File: src/logic/fos_regs.vh
// constants of the flow output scaler: register map, fields, resets, timing
// assumes a 100 MHz aclk and a 32-bit AXI4-Lite register port
// ---------------------------------------------------------------------
// ---------------------------------------------------------------------
`ifndef FOS_REGS_VH
`define FOS_REGS_VH

// ---------------------------------------------------------------------
// register byte offsets
// ---------------------------------------------------------------------
`define FOS_OFF_CTRL      8'h00
`define FOS_OFF_LOW       8'h04
`define FOS_OFF_HIGH      8'h08
`define FOS_OFF_ADDR      8'h0C
`define FOS_OFF_MENU      8'h10
`define FOS_OFF_STATUS    8'h14
`define FOS_OFF_ACTIVE    8'h18
`define FOS_OFF_TOTAL     8'h1C
`define FOS_OFF_RATE      8'h20

// ---------------------------------------------------------------------
// fields and reset values
// ---------------------------------------------------------------------
`define FOS_CTRL_EN_BIT   0
`define FOS_CTRL_MUL_LSB  1
`define FOS_CTRL_MUL_MSB  3
`define FOS_CTRL_DP_LSB   4
`define FOS_CTRL_DP_MSB   6
`define FOS_DP_MAX        3'h4
`define FOS_MENU_ADV_BIT  0
`define FOS_MENU_OPEN_BIT 1
`define FOS_ADDR_CLR_BIT  4
`define FOS_ADDR_MAX      8'hFF
`define FOS_RST_CTRL      7'h00
`define FOS_RST_LOW       32'h0000_0000
`define FOS_RST_HIGH      32'h0000_03E8
`define FOS_RST_ADDR      8'h01
`define FOS_DAC_TOP       16'hFFFF
`define FOS_TOTAL_WRAP    27'h5F5_E0FF

// ---------------------------------------------------------------------
// timing
// ---------------------------------------------------------------------
`define FOS_CLK_PERIOD_NS   10
`define FOS_PULSE_MIN_PER_NS 10000000
`define FOS_PULSE_MAX_HI_NS  1000000000

`endif

File: src/logic/fos_top.v
// flow output scaler: loop converter code, scaled pulse output, settings
// assumes rate and total_tick come from logic on aclk, AXI4-Lite master
//
// Design decisions made here: the AXI4-Lite register port and the register addresses.
`timescale 1ns/1ps
`include "fos_regs.vh"

module fos_top #(
  parameter [31:0] MIN_PERIOD = `FOS_PULSE_MIN_PER_NS / `FOS_CLK_PERIOD_NS,
  parameter [31:0] MAX_HIGH   = `FOS_PULSE_MAX_HI_NS / `FOS_CLK_PERIOD_NS
)(
  input  wire        aclk,
  input  wire        aresetn,
  input  wire [7:0]  s_axi_awaddr,
  input  wire        s_axi_awvalid,
  output reg         s_axi_awready,
  input  wire [31:0] s_axi_wdata,
  input  wire [3:0]  s_axi_wstrb,
  input  wire        s_axi_wvalid,
  output reg         s_axi_wready,
  output reg  [1:0]  s_axi_bresp,
  output reg         s_axi_bvalid,
  input  wire        s_axi_bready,
  input  wire [7:0]  s_axi_araddr,
  input  wire        s_axi_arvalid,
  output reg         s_axi_arready,
  output reg  [31:0] s_axi_rdata,
  output reg  [1:0]  s_axi_rresp,
  output reg         s_axi_rvalid,
  input  wire        s_axi_rready,
  input  wire [31:0] flow_rate,
  input  wire        total_tick,
  output reg  [15:0] dac_code,
  output reg         loop_en_out,
  output reg         pulse_out
);
  localparam [2:0] M_IDLE = 3'h0;
  localparam [2:0] M_EN   = 3'h1;
  localparam [2:0] M_LOW  = 3'h2;
  localparam [2:0] M_HIGH = 3'h3;
  localparam [2:0] M_MUL  = 3'h4;
  localparam [2:0] M_ADDR = 3'h5;
  // multiplier select to increment count; 0 means pulses off
  function [16:0] mul_count;
    input [2:0] sel;
    begin
      case (sel)
        3'h1:    mul_count = 17'h00001;
        3'h2:    mul_count = 17'h0000A;
        3'h3:    mul_count = 17'h00064;
        3'h4:    mul_count = 17'h003E8;
        3'h5:    mul_count = 17'h02710;
        3'h6:    mul_count = 17'h186A0;
        default: mul_count = 17'h00000;
      endcase
    end
  endfunction
  // ---------------------------------------------------------------------
  // settings: staged copies written through the registers and committed by the menu, active copies used
  // ---------------------------------------------------------------------
  reg  [6:0]  stg_ctrl_r;
  reg  [31:0] stg_low_r;
  reg  [31:0] stg_high_r;
  reg  [7:0]  stg_addr_r;
  reg         act_en_r;
  reg  [2:0]  act_mul_r;
  reg  [31:0] act_low_r;
  reg  [31:0] act_high_r;
  reg  [7:0]  act_addr_r;
  reg  [2:0]  step_r;
  reg  [26:0] total_r;
  // ---------------------------------------------------------------------
  // AXI4-Lite slave
  // ---------------------------------------------------------------------
  reg  [7:0]  aw_addr_r;
  reg  [31:0] w_data_r;
  reg  [3:0]  w_strb_r;
  wire        aw_take = s_axi_awvalid & s_axi_awready;
  wire        w_take  = s_axi_wvalid & s_axi_wready;
  wire        wr_go   = ~s_axi_awready & ~s_axi_wready & ~s_axi_bvalid;
  wire        ar_take = s_axi_arvalid & s_axi_arready;
  wire        wr_full = (w_strb_r == 4'hF);
  wire        wr_ok   = (aw_addr_r <= `FOS_OFF_RATE) & (aw_addr_r[1:0] == 2'b00);
  wire        rd_ok   = (s_axi_araddr <= `FOS_OFF_RATE) & (s_axi_araddr[1:0] == 2'b00);
  // byte lanes other than all-four are ignored: the LOW and HIGH fields span lanes
  wire        do_wr   = wr_go & wr_ok & wr_full;
  wire [11:0] addr_x10 = {4'h0, stg_addr_r} * 12'h00A;
  wire [11:0] addr_sum = addr_x10 + {8'h00, w_data_r[3:0]};
  reg  [31:0] rd_mux;
  always @*
  begin
    case (s_axi_araddr)
      `FOS_OFF_CTRL:   rd_mux = {25'h0, stg_ctrl_r};
      `FOS_OFF_LOW:    rd_mux = stg_low_r;
      `FOS_OFF_HIGH:   rd_mux = stg_high_r;
      `FOS_OFF_ADDR:   rd_mux = {24'h0, stg_addr_r};
      `FOS_OFF_MENU:   rd_mux = {29'h0, step_r};
      `FOS_OFF_STATUS: rd_mux = {dac_code, 14'h0, pulse_out, loop_en_out};
      `FOS_OFF_ACTIVE: rd_mux = {act_addr_r, 20'h0, act_mul_r, act_en_r};
      `FOS_OFF_TOTAL:  rd_mux = {5'h00, total_r};
      `FOS_OFF_RATE:   rd_mux = flow_rate;
      default:         rd_mux = 32'h0000_0000;
    endcase
  end
  always @(posedge aclk)
  begin
    if (!aresetn)
    begin
      s_axi_awready <= 1'b1;
      s_axi_wready  <= 1'b1;
      s_axi_bvalid  <= 1'b0;
      s_axi_bresp   <= 2'b00;
      s_axi_arready <= 1'b1;
      s_axi_rvalid  <= 1'b0;
      s_axi_rresp   <= 2'b00;
      s_axi_rdata   <= 32'h0000_0000;
      aw_addr_r     <= 8'h00;
      w_data_r      <= 32'h0000_0000;
      w_strb_r      <= 4'h0;
    end
    else
    begin
      if (aw_take)
      begin
        aw_addr_r     <= s_axi_awaddr;
        s_axi_awready <= 1'b0;
      end
      if (w_take)
      begin
        w_data_r     <= s_axi_wdata;
        w_strb_r     <= s_axi_wstrb;
        s_axi_wready <= 1'b0;
      end
      if (wr_go)
      begin
        s_axi_bvalid <= 1'b1;
        s_axi_bresp  <= wr_ok ? 2'b00 : 2'b10;
      end
      if (s_axi_bvalid & s_axi_bready)
      begin
        s_axi_bvalid  <= 1'b0;
        s_axi_awready <= 1'b1;
        s_axi_wready  <= 1'b1;
      end
      if (ar_take)
      begin
        s_axi_arready <= 1'b0;
        s_axi_rvalid  <= 1'b1;
        s_axi_rdata   <= rd_mux;
        s_axi_rresp   <= rd_ok ? 2'b00 : 2'b10;
      end
      if (s_axi_rvalid & s_axi_rready)
      begin
        s_axi_rvalid  <= 1'b0;
        s_axi_arready <= 1'b1;
      end
    end
  end

  // ---------------------------------------------------------------------
  // settings menu and commit
  // ---------------------------------------------------------------------
  wire menu_wr = do_wr & (aw_addr_r == `FOS_OFF_MENU);
  wire adv     = menu_wr & w_data_r[`FOS_MENU_ADV_BIT];
  wire opn     = menu_wr & w_data_r[`FOS_MENU_OPEN_BIT];
  always @(posedge aclk)
  begin
    if (!aresetn)
    begin
      stg_ctrl_r <= `FOS_RST_CTRL;
      stg_low_r  <= `FOS_RST_LOW;
      stg_high_r <= `FOS_RST_HIGH;
      stg_addr_r <= `FOS_RST_ADDR;
      act_en_r   <= 1'b0;
      act_mul_r  <= 3'h0;
      act_low_r  <= `FOS_RST_LOW;
      act_high_r <= `FOS_RST_HIGH;
      act_addr_r <= `FOS_RST_ADDR;
      step_r     <= M_IDLE;
    end
    else
    begin
      if (do_wr & (aw_addr_r == `FOS_OFF_CTRL))
      begin
        stg_ctrl_r[3:0] <= (w_data_r[3:1] > 3'h6) ? {3'h6, w_data_r[0]} : w_data_r[3:0];
        stg_ctrl_r[6:4] <= (w_data_r[6:4] > `FOS_DP_MAX) ? `FOS_DP_MAX : w_data_r[6:4];
      end
      if (do_wr & (aw_addr_r == `FOS_OFF_LOW))
        stg_low_r <= w_data_r;
      if (do_wr & (aw_addr_r == `FOS_OFF_HIGH))
        stg_high_r <= w_data_r;
      if (do_wr & (aw_addr_r == `FOS_OFF_ADDR))
      begin
        if (w_data_r[`FOS_ADDR_CLR_BIT])
          stg_addr_r <= 8'h00;
        else if (w_data_r[3:0] <= 4'h9)
          stg_addr_r <= (addr_sum > 12'h0FF) ? `FOS_ADDR_MAX : addr_sum[7:0];
      end
      if (opn)
        step_r <= M_EN;
      else if (adv)
      begin
        case (step_r)
          M_EN:    step_r <= stg_ctrl_r[`FOS_CTRL_EN_BIT] ? M_LOW : M_MUL;
          M_LOW:   step_r <= M_HIGH;
          M_HIGH:  step_r <= M_MUL;
          M_MUL:
          begin
            act_en_r   <= stg_ctrl_r[`FOS_CTRL_EN_BIT];
            act_mul_r  <= stg_ctrl_r[3:1];
            act_low_r  <= stg_low_r;
            act_high_r <= stg_high_r;
            step_r     <= M_ADDR;
          end
          M_ADDR:
          begin
            act_addr_r <= stg_addr_r;
            step_r     <= M_IDLE;
          end
          default: step_r <= M_IDLE;
        endcase
      end
    end
  end

  // ---------------------------------------------------------------------
  // loop output scaling: code = (rate-low) * FFFF / (high-low)
  // ---------------------------------------------------------------------
  reg  [4:0]  div_cnt_r;
  reg  [32:0] rem_r;
  reg  [15:0] sh_r;
  reg  [15:0] quo_r;
  wire [31:0] span    = act_high_r - act_low_r;
  wire [31:0] diff    = flow_rate - act_low_r;
  wire [47:0] numer   = diff * `FOS_DAC_TOP;
  wire [32:0] rem_sh  = {rem_r[31:0], sh_r[15]};
  wire        rem_ge  = (rem_sh >= {1'b0, span});
  // a new rate waits up to 17 cycles for the next division, and its code follows 16 cycles after it is sampled
  always @(posedge aclk)
  begin
    if (!aresetn)
    begin
      div_cnt_r   <= 5'h00;
      rem_r       <= 33'h0;
      sh_r        <= 16'h0000;
      quo_r       <= 16'h0000;
      dac_code    <= 16'h0000;
      loop_en_out <= 1'b0;
    end
    else
    begin
      loop_en_out <= act_en_r;
      if (div_cnt_r == 5'h00)
      begin
        if (!act_en_r)
          dac_code <= 16'h0000;
        else if (flow_rate <= act_low_r)
          dac_code <= 16'h0000;
        else if (flow_rate >= act_high_r)
          dac_code <= `FOS_DAC_TOP;
        else
        begin
          rem_r     <= {1'b0, numer[47:16]};
          sh_r      <= numer[15:0];
          div_cnt_r <= 5'h10;
        end
      end
      else
      begin
        rem_r     <= rem_ge ? (rem_sh - {1'b0, span}) : rem_sh;
        sh_r      <= {sh_r[14:0], 1'b0};
        quo_r     <= {quo_r[14:0], rem_ge};
        div_cnt_r <= div_cnt_r - 5'h01;
        if (!act_en_r)
          dac_code <= 16'h0000;
        else if (div_cnt_r == 5'h01)
          dac_code <= {quo_r[14:0], rem_ge};
      end
    end
  end

  // ---------------------------------------------------------------------
  // pulse output
  // ---------------------------------------------------------------------
  reg  [16:0] tick_cnt_r;
  reg  [7:0]  pend_r;
  reg  [31:0] per_cnt_r;
  reg  [31:0] hi_cnt_r;
  reg  [31:0] width_r;
  wire [16:0] mcount  = mul_count(act_mul_r);
  wire        mul_on  = (mcount != 17'h00000);
  wire        tick_ok = total_tick & mul_on;
  wire        fire    = tick_ok & (tick_cnt_r + 17'h00001 >= mcount);
  wire        start   = ~pulse_out & (pend_r != 8'h00) & (per_cnt_r >= MIN_PERIOD)
                        & (per_cnt_r >= {width_r[30:0], 1'b0});
  wire [31:0] half    = {1'b0, per_cnt_r[31:1]};
  always @(posedge aclk)
  begin
    if (!aresetn)
    begin
      total_r    <= 27'h0;
      tick_cnt_r <= 17'h00000;
      pend_r     <= 8'h00;
      per_cnt_r  <= 32'h0000_0000;
      hi_cnt_r   <= 32'h0000_0000;
      width_r    <= 32'h0000_0000;
      pulse_out  <= 1'b0;
    end
    else
    begin
      if (total_tick)
        total_r <= (total_r == `FOS_TOTAL_WRAP) ? 27'h0 : total_r + 27'h1;
      if (!mul_on)
        tick_cnt_r <= 17'h00000;
      else if (tick_ok)
        tick_cnt_r <= fire ? 17'h00000 : tick_cnt_r + 17'h00001;
      // backlog saturates: a burst beyond 255 pulses is lost, never invented
      if (!mul_on)
        pend_r <= 8'h00;
      else if (fire & ~start & (pend_r != 8'hFF))
        pend_r <= pend_r + 8'h01;
      else if (~fire & start)
        pend_r <= pend_r - 8'h01;
      if (start)
        per_cnt_r <= 32'h0000_0001;
      else if (per_cnt_r != 32'hFFFF_FFFF)
        per_cnt_r <= per_cnt_r + 32'h0000_0001;
      if (start)
      begin
        pulse_out <= 1'b1;
        width_r   <= (half > MAX_HIGH) ? MAX_HIGH : half;
        hi_cnt_r  <= 32'h0000_0001;
      end
      else if (pulse_out)
      begin
        hi_cnt_r <= hi_cnt_r + 32'h0000_0001;
        if (hi_cnt_r >= width_r)
          pulse_out <= 1'b0;
      end
    end
  end
endmodule // fos_top

File: config.mk
export PLATFORM = sky130hd
export DESIGN_NAME = fos_top
export DESIGN_NICKNAME = d
export VERILOG_FILES = /design/src/logic/fos_top.v
export VERILOG_INCLUDE_DIRS = /design/src /design/src/logic
export SDC_FILE = /design/constraint.sdc
export NUM_CORES = 2
export LEC_CHECK = 0
export BUFFER_PORTS_ARGS = -buffer_cell sky130_fd_sc_hd__buf_2
export CAP_MARGIN = 20
export CORE_MARGIN = 10
export CORE_UTILIZATION = 40
export CTS_CLUSTER_SIZE = 10
export DETAILED_ROUTE_END_ITERATION = 16
export GPL_ROUTABILITY_DRIVEN = 1
export PLACE_DENSITY = 0.55
export SLEW_MARGIN = 30
export SYNTH_ARGS = -nofsm -noshare
export SYNTH_HDL_FRONTEND = slang
export SYNTH_SLANG_ARGS = --single-unit
File: constraint.sdc
create_clock -name aclk -period 14.8 [get_ports aclk]
set_input_delay 0 -clock aclk [delete_from_list [all_inputs] [get_ports aclk]]
set_output_delay 0 -clock aclk [all_outputs]
set_load 0.01 [all_outputs]
==> summary.txt <==
Filler cells: 9403
row count: 112
Final Max Tran Viols: 0
Post-DP Area: 39900 um2
Area contributors post-synth: dfxtp_1 (25%), fa_1 (13%), ha_1 (12%)
Final Worst Setup Slack: 5.12 ns
core area: 93700 um2
pre-CTS WS: 5.30 ns
register area: 9490 um2
Die W: 328 um
crit path capture type: register
Post-synth top cells: nand2_1 (610), a21oi_1 (531), inv_1 (505), dfxtp_1 (474), ha_1 (366)
DR vias: 32200
EDFF count, synth: 0
CTS Sinks: 474
Synth Register Bits: 474
minimum clock period: 9.68 ns
max-cap violations: 0
initial antenna violation count: 6
DRC Markers: 0
first-pass GRT wire length: 181 mm
CTS buffer count: 55
crit path max fanout: 6
largest net degree at the start of global routing: 147
vias per cell: 5.32
Routability Congestion: 0.902
fmax: 0.103 GHz
per-cell routed wire length: 19.1 um
ys async rst share: 0%
initial core utilization: 40.5%
post-DP HPWL: 90.6 mm
status: complete, no violations
Slew headroom: 35.1%
leading area contributor after synthesis: dfxtp_1
WS Path Type: register to register
worst slew pin tran: 0.973 ns
fraction of layout cells with a size suffix above 1: 6.77%
Post-Syn Area: 37900 um2
Seq/Total Area, Yosys: 25.0%
Pre-Repair DR Iteration Count: 7
Longest Clk Path Bufs: 3
CTS tree: yes
grt total ovfl: 0
Die Ht: 328 um
RSZ-0062 raised after global routing: no
setup TNS: 0 ns
critical path arrival: 10.20 ns
footprint of the multi-input gates: 26000 um2
Syn-to-layout area delta: 11.5%
top-count cell post-synth: nand2_1
CP peak stage delay: 0.61 ns
Final nets: 5470
Worst Hold Class: input port to register
# IOs: 151
Skew-Pair Late Insertion Delay: 0.63 ns
Die ar.: 108000 um2
Mean Syn Cell Area: 8.17 um2
Yosys warnings: 0
most common cell type on the critical path: inv_1
postcts setup bufs: 0
slowest CP cell: fa_1
Worst Path Required: 15.32 ns
Routed Antenna Nets: 0
Total Routing Usage GR: 20.9%
Initial DRC Count: 2350
fin area: 42300 um2
ys flop type: dfxtp_1
Syn Inst Count: 4640
number of global-route vias before repair: 31300
CTS H-tree depth: 2
Final period util: 65.4%
post-synthesis cell type count: 93
port bufs: 148
final setup fails: 0
Worst Setup Start Kind: register
post-synth top area share: 25.0%
Final Hold Viols: 0
CTS root buf: clkbuf_16
Final Skew: 0.0302 ns
Clock Pin Slew Worst Setup and Hold Paths: 0.06 ns
final wirelength: 115 mm
-- stage by stage --
step / hold slack, ns / utilization (%) / instances
after floorplan: 0.100 / - / 4641
after detailed placement: 0.226 / 42.6 / 5892
after global routing: 0.0711 / 45.1 / 6041
after CTS: 0.0162 / 45.0 / 6039
final: 0.0335 / 45.1 / 6042
after global placement: 0.222 / 42.5 / 5892
-- metal layers --
layer | track usage, % | wire [um] | up-vias
li1 | - | - | 16100
met1 | 29.5 | 54800 | 15200
met2 | 33.5 | 52100 | 733
met3 | 2.25 | 5430 | 133
met4 | 5.67 | 3160 | 0
met5 | 0 | 0 | -
-- path summary, 6_finish.rpt --
check	startpoint	end	slack, ns	depth (start not counted)
hold reg to reg	quo_r[14]$_SDFFE_PN0N_	quo_r[14]$_SDFFE_PN0N_	0.45	2
setup / recovery	act_low_r[5]$_SDFFE_PN0P_	rem_r[31]$_SDFFE_PN0P_	5.12	32
setup reg to reg	act_low_r[5]$_SDFFE_PN0P_	rem_r[31]$_SDFFE_PN0P_	5.12	32
hold / removal	flow_rate[9]	s_axi_rdata[9]$_SDFFE_PN0P_	0.03	5
-- timing repair --
action                                  in CTS  in global routing
resized for setup                            0                  0
hold buffers                                76                  0
hold endpoints to repair                    80                  0
endpoints found under the setup margin       0                  0
-- cells by family after synthesis --
| group | Yosys count | synth area share [%] |
|---|---|---|
| flops | 474 | 25.0 |
| compound gates | 1137 | 18.6 |
| simple gates | 1405 | 16.9 |
| buf+inv | 692 | 6.93 |
| mux | 30 | 0.808 |
| other cells | 1 | 0.00989 |
| xor+xnor | 286 | 6.75 |
| fa+ha+maj | 615 | 25.0 |
-- critical path, delay by kind of cell (launching register included) --
family	cells	cell delay (ns)
fa+ha+maj	8	4.02
compound gates	12	3.16
simple gates	3	1.11
buf+inv	7	0.58
xor+xnor	2	0.39
flops	1	0.32
-- state kept, by name, indices dropped and copies added, names as in the netlist, 15 cells and up --
| name | count |
|---|---|
| s_axi_rdata | 32 |
| per_cnt_r | 32 |
| w_data_r | 32 |
| width_r | 31 |
| stg_low_r | 32 |
| rem_r | 32 |
| stg_high_r | 32 |
| hi_cnt_r | 32 |
| dac_code | 16 |
| act_high_r | 32 |
| total_r | 27 |
| sh_r | 16 |
| act_low_r | 32 |
| tick_cnt_r | 17 |
| quo_r | 15 |
-- layout make-up --
class	instances	area share, %
clock inverter	4	0.0888
timing repair buffer	259	4.22
tap	1254	3.71
inverter	507	4.52
antenna	2	0.0118
multi-input combinational	3475	61.4
sequential	474	22.4
clock buffer	67	3.58
-- cell usage in the layout (no fill, tap or decap), types with 14 or more instances in the layout --
cell / n
inv_1: 505
and3_1: 35
buf_4: 34
nor2b_1: 33
nor4_1: 21
nor3_1: 47
o211ai_1: 28
nand3_1: 87
nor2_1: 330
a211oi_1: 70
clkbuf_16: 56
o21bai_1: 21
nand2_1: 608
o21a_1: 44
buf_2: 148
fa_1: 240
a222oi_1: 41
and2_1: 23
o21ai_0: 150
ha_1: 366
xnor2_1: 119
a21oi_1: 531
nand4_1: 75
nand2b_1: 36
nor3b_1: 14
and4_1: 14
a31oi_1: 19
dlygate4sd3_1: 76
xor2_1: 155
a21o_1: 101
or3_1: 20
a22oi_1: 21
dfxtp_1: 474
mux2i_1: 25
Power is not shown: default switching activity piles up to over one toggle a cycle in this logic, so the estimate is an artifact.
